===== src/core/gate_spi_map.vh =====
// Constants for the gate driver serial port and mode control
`ifndef GATE_SPI_MAP_VH
`define GATE_SPI_MAP_VH
`define CLK_FREQ_MHZ 20
`define FRAME_BITS 16
`define RW_BIT 15
`define ADDR_HI 14
`define ADDR_LO 8
`define ADDR_W 7
`define REG_COUNT 18
`define FAULT_STATUS_ADDR 7'h00
`define DIAG_A_ADDR 7'h01
`define DIAG_C_ADDR 7'h03
`define CTRL1_ADDR 7'h04
`define FAULT_CLEAR_POS 7
`define SLEEP_DELAY_US 100
`define SLEEP_DELAY_CYC ((`SLEEP_DELAY_US * `CLK_FREQ_MHZ) / 1)
`define WAKE_DELAY_US 1000
`define WAKE_DELAY_CYC ((`WAKE_DELAY_US * `CLK_FREQ_MHZ) / 1)
`define RESET_WIN_US 20
`define RESET_WIN_CYC ((`RESET_WIN_US * `CLK_FREQ_MHZ) / 1)
`endif


===== src/core/gate_driver_spi_mode_control.v =====
// Serial slave port, sleep and mode control, fault recovery
//
// Contract
// - Enable low: sleep, everything disabled
// - Wait sleep-entry delay after enable falls
// - Enable high wakes device; controller waits
// - Sleep or undervoltage: all gates held off
// - Operate only when enabled and supply good; gates stay enabled through the sleep-entry delay after enable falls
// - Latched fault forces partial shutdown
// - Fault-clear bit or enable pulse recovers
// - Reset pulse low phase within window
// - Reset pulse clears only latched faults
// - Slave; 16-bit frame, command then data
// - Select high: ignore inputs, output tristate
// - Sample on falling, change on rising
// - Most significant bit first both ways
// - Not 16 clocks: frame error, discard
// - B15 read flag, address, data fields
// - Write returns old register contents
// - Read returns current register contents
// - Upper output byte is don't-care
`timescale 1ns/10ps
`include "gate_spi_map.vh"
module gate_driver_spi_mode_control #(
   parameter SLEEP_CYC = `SLEEP_DELAY_CYC,
   parameter WAKE_CYC = `WAKE_DELAY_CYC,
   parameter RST_WIN_CYC = `RESET_WIN_CYC
) (
   input wire ref_clk,
   input wire reset,
   input wire enable_pin,
   input wire supply_ok,
   input wire [7:0] fault_events,
   input wire serial_clk,
   input wire serial_select_n,
   input wire serial_data_in,
   output reg serial_data_out,
   output reg serial_data_oe,
   output wire gates_enabled,
   output wire charge_pump_en,
   output wire digital_supply_regulator_en,
   output wire partial_shutdown,
   output reg sleep_state,
   output reg ready,
   output reg frame_error,
   output reg fault_out
);
   localparam ST_SLEEP = 4'b0001;
   localparam ST_WAKE = 4'b0010;
   localparam ST_RUN = 4'b0100;
   localparam ST_LEAVE = 4'b1000;

   wire en_s;
   wire sclk_s;
   wire cs_n_s;
   wire sdi_s;
   wire ok_s;
   sync_edge u_en (.ref_clk(ref_clk), .reset(reset),
      .async_in(enable_pin), .sync_out(en_s));
   sync_edge u_clk (.ref_clk(ref_clk), .reset(reset),
      .async_in(serial_clk), .sync_out(sclk_s));
   sync_edge u_cs (.ref_clk(ref_clk), .reset(reset),
      .async_in(~serial_select_n), .sync_out(cs_n_s));
   sync_edge u_sdi (.ref_clk(ref_clk), .reset(reset),
      .async_in(serial_data_in), .sync_out(sdi_s));
   sync_edge u_ok (.ref_clk(ref_clk), .reset(reset),
      .async_in(supply_ok), .sync_out(ok_s));

   // cs_n_s is the synchronised select, active high here
   reg sclk_q;
   reg cs_q;
   always @(posedge ref_clk) begin
      if (reset) begin
         sclk_q <= 1'b0;
         cs_q <= 1'b0;
      end else begin
         sclk_q <= sclk_s;
         cs_q <= cs_n_s;
      end
   end
   wire sclk_fall = sclk_q & ~sclk_s;
   wire sclk_rise = ~sclk_q & sclk_s;
   wire cs_start = cs_n_s & ~cs_q;
   wire cs_end = ~cs_n_s & cs_q;

   reg [3:0] state_q;
   reg [31:0] timer_q;
   reg [31:0] low_cnt_q;
   reg fault_latched_q;

   // Registers; status words are 0 to 3, control from 4 upward
   reg [7:0] regs [0:`REG_COUNT-1];
   reg [7:0] ctrl_mem [4:`REG_COUNT-1];

   always @(posedge ref_clk) begin
      if (reset) begin
         state_q <= ST_SLEEP;
         timer_q <= 32'h0000_0000;
         low_cnt_q <= 32'h0000_0000;
         sleep_state <= 1'b1;
         ready <= 1'b0;
      end else begin
         case (state_q)
            ST_SLEEP: begin
               sleep_state <= 1'b1;
               ready <= 1'b0;
               if (en_s && ok_s) begin
                  state_q <= ST_WAKE;
                  timer_q <= 32'h0000_0000;
               end
            end
            ST_WAKE: begin
               sleep_state <= 1'b0;
               if (!en_s) begin
                  state_q <= ST_SLEEP;
               end else if (timer_q >= WAKE_CYC - 1) begin
                  state_q <= ST_RUN;
                  ready <= 1'b1;
               end else begin
                  timer_q <= timer_q + 32'h0000_0001;
               end
            end
            ST_RUN: begin
               if (!en_s) begin
                  state_q <= ST_LEAVE;
                  timer_q <= 32'h0000_0000;
               end else if (!ok_s) begin
                  state_q <= ST_SLEEP;
               end
            end
            ST_LEAVE: begin
               if (en_s) begin
                  state_q <= ST_RUN;
               end else if (timer_q >= SLEEP_CYC - 1) begin
                  state_q <= ST_SLEEP;
                  ready <= 1'b0;
                  sleep_state <= 1'b1;
               end else begin
                  timer_q <= timer_q + 32'h0000_0001;
               end
            end
            default: state_q <= ST_SLEEP;
         endcase
         if (state_q == ST_LEAVE && !en_s)
            low_cnt_q <= low_cnt_q + 32'h0000_0001;
         else if (en_s)
            low_cnt_q <= 32'h0000_0000;
      end
   end

   wire running = (state_q == ST_RUN) | (state_q == ST_LEAVE);
   // Short low phase back to high is the enable reset pulse
   wire en_pulse = (state_q == ST_LEAVE) && en_s &&
      (low_cnt_q <= RST_WIN_CYC);

   // Serial engine
   reg [15:0] shift_in_q;
   reg [15:0] shift_out_q;
   reg [4:0] bit_cnt_q;
   reg clear_req;
   integer i;
   integer k;

   wire [`ADDR_W-1:0] addr = shift_in_q[`ADDR_HI:`ADDR_LO];
   wire is_read = shift_in_q[`RW_BIT];

   always @(posedge ref_clk) begin
      if (reset) begin
         shift_in_q <= 16'h0000;
         shift_out_q <= 16'h0000;
         bit_cnt_q <= 5'h00;
         serial_data_out <= 1'b0;
         serial_data_oe <= 1'b0;
         frame_error <= 1'b0;
         clear_req <= 1'b0;
         for (i = 4; i < `REG_COUNT; i = i + 1)
            ctrl_mem[i] <= 8'h00;
      end else begin
         clear_req <= 1'b0;
         if (!ready) begin
            serial_data_oe <= 1'b0;
            bit_cnt_q <= 5'h00;
         end else if (!cs_n_s) begin
            serial_data_oe <= 1'b0;
            if (cs_end) begin
               if (bit_cnt_q == `FRAME_BITS) begin
                  if (!is_read && addr >= 7'h04 &&
                        addr < `REG_COUNT) begin
                     if (addr == `CTRL1_ADDR &&
                           shift_in_q[`FAULT_CLEAR_POS]) begin
                        clear_req <= 1'b1;
                        ctrl_mem[addr[4:0]] <=
                           shift_in_q[7:0] & 8'h7F;
                     end else begin
                        ctrl_mem[addr[4:0]] <= shift_in_q[7:0];
                     end
                  end
               end else begin
                  frame_error <= 1'b1;
               end
            end
         end else begin
            serial_data_oe <= 1'b1;
            if (cs_start) begin
               bit_cnt_q <= 5'h00;
               frame_error <= 1'b0;
               shift_out_q <= 16'h0000;
               serial_data_out <= 1'b0;
            end else if (sclk_fall) begin
               shift_in_q <= {shift_in_q[14:0], sdi_s};
               if (bit_cnt_q != 5'h1F)
                  bit_cnt_q <= bit_cnt_q + 5'h01;
               if (bit_cnt_q == 5'h07) begin
                  // Old contents load before any store
                  // Register byte sits on top so rises 9 to 16 send it
                  shift_out_q <= {
                     ((({shift_in_q[5:0], sdi_s} < `REG_COUNT)) ?
                     regs[{shift_in_q[3:0], sdi_s}] : 8'h00), 8'h00};
               end
            end else if (sclk_rise) begin
               serial_data_out <= shift_out_q[15];
               shift_out_q <= {shift_out_q[14:0], 1'b0};
            end
         end
      end
   end

   // Sticky fault latch, set beats clear
   always @(posedge ref_clk) begin
      if (reset) begin
         fault_latched_q <= 1'b0;
         fault_out <= 1'b0;
      end else begin
         if (|fault_events && running)
            fault_latched_q <= 1'b1;
         else if (clear_req || en_pulse)
            fault_latched_q <= 1'b0;
         else if (!running)
            fault_latched_q <= 1'b0;
         fault_out <= fault_latched_q;
      end
   end

   always @* begin
      for (k = 0; k < `REG_COUNT; k = k + 1)
         regs[k] = (k >= 4) ? ctrl_mem[k] : 8'h00;
      regs[0] = {fault_latched_q, fault_events[6:0] &
         {7{fault_latched_q}}};
   end

   assign partial_shutdown = fault_latched_q;
   assign gates_enabled = running & ok_s & ~fault_latched_q;
   assign charge_pump_en = running;
   assign digital_supply_regulator_en = ~sleep_state;
endmodule


===== src/core/sync_edge.v =====
// Two-flop synchroniser for one outside level
`timescale 1ns/10ps
module sync_edge (
   input wire ref_clk,
   input wire reset,
   input wire async_in,
   output wire sync_out
);
   reg meta_q;
   reg stable_q;
   always @(posedge ref_clk) begin
      if (reset) begin
         meta_q <= 1'b0;
         stable_q <= 1'b0;
      end else begin
         meta_q <= async_in;
         stable_q <= meta_q;
      end
   end
   assign sync_out = stable_q;
endmodule


===== config.mk =====
export PLATFORM = sky130hd
export DESIGN_NAME = gate_driver_spi_mode_control
export DESIGN_NICKNAME = d
export VERILOG_FILES = /design/src/core/gate_driver_spi_mode_control.v /design/src/core/sync_edge.v
export VERILOG_INCLUDE_DIRS = /design/src /design/src/core
export SDC_FILE = /design/constraint.sdc
export NUM_CORES = 1
export LEC_CHECK = 0
export BUFFER_PORTS_ARGS = -buffer_cell sky130_fd_sc_hd__buf_2
export CORE_ASPECT_RATIO = 0.8
export CORE_UTILIZATION = 65
export CTS_CLUSTER_DIAMETER = 150
export DETAILED_ROUTE_END_ITERATION = 6
export PLACE_DENSITY_LB_ADDON = 0.12
export SLEW_MARGIN = 40
export SYNTH_ARGS = -nofsm -noshare
export SYNTH_HDL_FRONTEND = slang
export SYNTH_SLANG_ARGS = --single-unit
export TNS_END_PERCENT = 30

===== constraint.sdc =====
create_clock -name ref_clk -period 7.5 [get_ports ref_clk]
set_input_delay 1.125 -clock ref_clk [delete_from_list [all_inputs] [get_ports ref_clk]]
set_output_delay 1.125 -clock ref_clk [all_outputs]
set_load 0.05 [all_outputs]

==> impl_metrics.csv <==
group,metric,value,unit
layout,fill_cells,1067,
synthesis,syn_inst,971,
route,drc_errors,0,
sta,relSlewSlack,42.7,%
synthesis,synth_seq_cells,229,
clock_tree,cts_tree,"yes",
place,io_buffers,24,
clock_tree,numCtsBuffers,22,
global_route,grt_max_degree,43,
route,drtIter0Drc,879,
synthesis,synthFlopType,"dfxtp_1",
setup_path,slowest_delay,0.56,ns
global_route,grt.total_usage,30.0,%
global_route,grt_pass1_vias,7063,
synthesis,yosys.cell_types.count,66,
flow_run,cap_violations,0,
floorplan,die_x,143,µm
setup_path,cp.arrival,2.43,ns
clock_tree,cts_max_level,1,
clock_tree,cts_root_buf,"clkbuf_16",
synthesis,synth.top_cell.area_share,32.3,%
floorplan,core,15300,µm²
synthesis,synthXorXnorAreaFrac,2.19,%
synthesis,synthTopCellsByCount,"and2_1 (118), dfxtp_1 (117), edfxtp_1 (112)",
layout,nets,986,
synthesis,synth_fa_ha_area_share,0.963,%
sta,rsz0062_at_grt,"no",
synthesis,post-synth-top-area-cell,"edfxtp_1",
power_and_ir_drop,clockPowerShare,42.9,%
synthesis,post-synth-top-count-cell,"and2_1",
route,dr.pass1.iters,5,
global_route,antenna_found_initial,0,
power_and_ir_drop,switching_power,522,µW
synthesis,yosys_warnings,0,
floorplan,top_level_ports,25,
clock_tree,ctsHoldBuffers,0,
status,status,"finished clean",
layout,layout-drive-gt1-share,10.6,%
route,detail_route.wl_per_cell,19.8,µm
power_and_ir_drop,p_int,1.98,mW
setup_path,critPathSlowestCell,"dfxtp_1",
sta,setup_violations,0,
power_and_ir_drop,power_density,222,nW/µm²
clock_tree,clk_latency,0.51,ns
synthesis,ys_seq_area_share,54.9,%
setup_path,worstSetupStartpoint,"state_q[2]",
sta,hold_viol,0,
setup_path,cp_top_family,"simple AND/OR/NAND/NOR gates",
power_and_ir_drop,combPwrFrac,2.6,%
min_path,hp-class,"flip-flop to flip-flop",
place,place_congestion,0.895,
sta,whs,0.447,ns
clock_tree,clock-sinks,229,
synthesis,syn_area,10400,µm²
layout,diodes,0,
power_and_ir_drop,p_leak,3.77,nW
min_path,hp-start,"u_ok.meta_q",
setup_path,endpoint_kind,"primary output",
setup_path,r2r_start,"bit_cnt_q[0]",
setup_path,worstSetupPathType,"flip-flop to primary output",
setup_path,critPathMaxFanout,12,
setup_path,path_buf_inv,1,
route,vias,7473,
setup_path,path_cells,"nor2b_1 -> o21ai_0 -> nor3b_1 -> buf_2",
synthesis,synthesis.nets,994,
sta,fmaxAchievable,0.281,GHz
floorplan,fp.dieArea,16500,µm²
global_route,gr-total-overflow,0,
sta,clock_skew,0.0124,ns
floorplan,start_util,67.9,%
clock_tree,ctsResizeCount,0,
sta,drv_slew,0,
route,via_per_inst,6.29,
synthesis,synth_top_family_by_area,"simple AND/OR/NAND/NOR gates",
sta,fin_crit,3.56,ns
synthesis,synth_area_leaders,"edfxtp_1 (32%), dfxtp_1 (23%), and2_1 (7.1%)",
route,drt.antenna.violating_nets,0,
layout,syn_to_final_growth,8.47,%
layout,fin_util,73.7,%
synthesis,postSynthAreaPerCell,10.7,µm²
synthesis,muxShareOfSynthArea,7.05,%
synthesis,synthSimpleGateAreaFrac,23.0,%
power_and_ir_drop,seqPwrFrac,54.4,%
floorplan,die_h,115,µm
sta,setup_tns,0,ns
layout,finalNonFillerCells,1189,
synthesis,synth-edff-count,112,
place,hpwl,15600,µm
sta,fin_crit_sh,47.5,%
global_route,grt_pass1_wl,37500,µm
sta,tightestPinTransition,0.859,ns
place,numPlacedInstances,1149,
clock_tree,clockBufferDepth,3,
clock_tree,cts_setup_buffers,0,
route,routed_wirelength,23600,µm
clock_tree,clk_pin_slew,0.06,ns
setup_path,critPathLaunchType,"flip-flop",
setup_path,crit_required,6.38,ns
power_and_ir_drop,ir_drop,0.000200,V
synthesis,synth_compound_area_share,8.84,%
floorplan,num_rows,40,
power_and_ir_drop,p_sw_share,20.8,%
synthesis,async_flop_share,0,%
-- path summary, 6_finish.rpt --
path                    end  slack (ns)  cells past startpoint
max           gates_enabled        3.94                      4
min reg2reg   u_ok.sync_out        0.45                      1
min           u_ok.sync_out        0.45                      1
max reg2reg  ctrl_mem[9][6]        4.55                      7
-- power groups by stage --
stage | clock network [mW] | registers [mW] | logic (mW)
after detailed placement | 0 | 1.39 | 0.0647
final | 1.08 | 1.36 | 0.0659
after floorplan | 0 | 1.38 | 0.0518
after CTS | 1.08 | 1.36 | 0.0651
after global placement | 0 | 1.39 | 0.0616
after global routing | 1.13 | 1.37 | 0.0703
-- per-layer routing --
metal	track usage [%]	up-vias	part of all wire, %
li1	-	3482	-
met1	44.4	3643	44
met2	45.9	304	45
met3	5.25	44	8.8
met4	8.09	0	2.1
met5	0	-	0
-- state kept, by name (all words and copies together) (netlist names), 4 cells and up --
register     flops
bit_cnt_q        5
shift_out_q      8
state_q          4
shift_in_q      16
low_cnt_q       32
ctrl_mem       112
timer_q         32
-- layout by cell type, fill, tap and decap left out, drive strengths merged, types with 13 or more instances in the layout --
cell and instances:
a21oi 46, and2 118, buf 29, clkbuf 29, dfxtp 117, edfxtp 112, inv 16, mux2i 17
mux4 24, nand2 78, nand3 25, nand4 15, nor2 80, nor2b 21, nor3 26, nor4 13
o21ai 37, o31ai 13, xnor2 15
-- worst reg2reg max path, cell delays in order, from the launching register on --
cell and delay (ns):
dfxtp_1 0.35, inv_1 0.07, ha_1 0.13, nor4bb_1 0.42
nand4_1 0.25, nor3b_1 0.34, nand2b_1 0.34, o21ai_1 0.70
-- layout make-up --
class / count / area (µm²) / area share [%]
Multi-Input combinational cell: 665 / 4390 / 38.9
Tap cell: 210 / 263 / 2.33
Timing Repair Buffer: 29 / 158 / 1.40
Sequential cell: 229 / 5710 / 50.6
Clock inverter: 11 / 75.1 / 0.666
Inverter: 16 / 61.3 / 0.544
Clock buffer: 29 / 619 / 5.49
-- stage by stage --
stage	cell area, µm²	setup slack (ns)	power (mW)
after floorplan	10400	4.29	1.43
after global placement	10600	3.71	1.45
after detailed placement	10600	3.70	1.45
after CTS	11300	3.96	2.51
after global routing	11300	3.78	2.57
final	11300	3.94	2.51
-- logic make-up after synthesis --
family                     after synthesis
and+or+nand+nor                        441
DFF                                    229
AOI/OAI and AO/OA                      146
buffers and inverters                   77
muxes                                   43
xor gates and xnor gates                26
adders and majority gates                8
other                                    1
(Power assumes the default switching activity.)
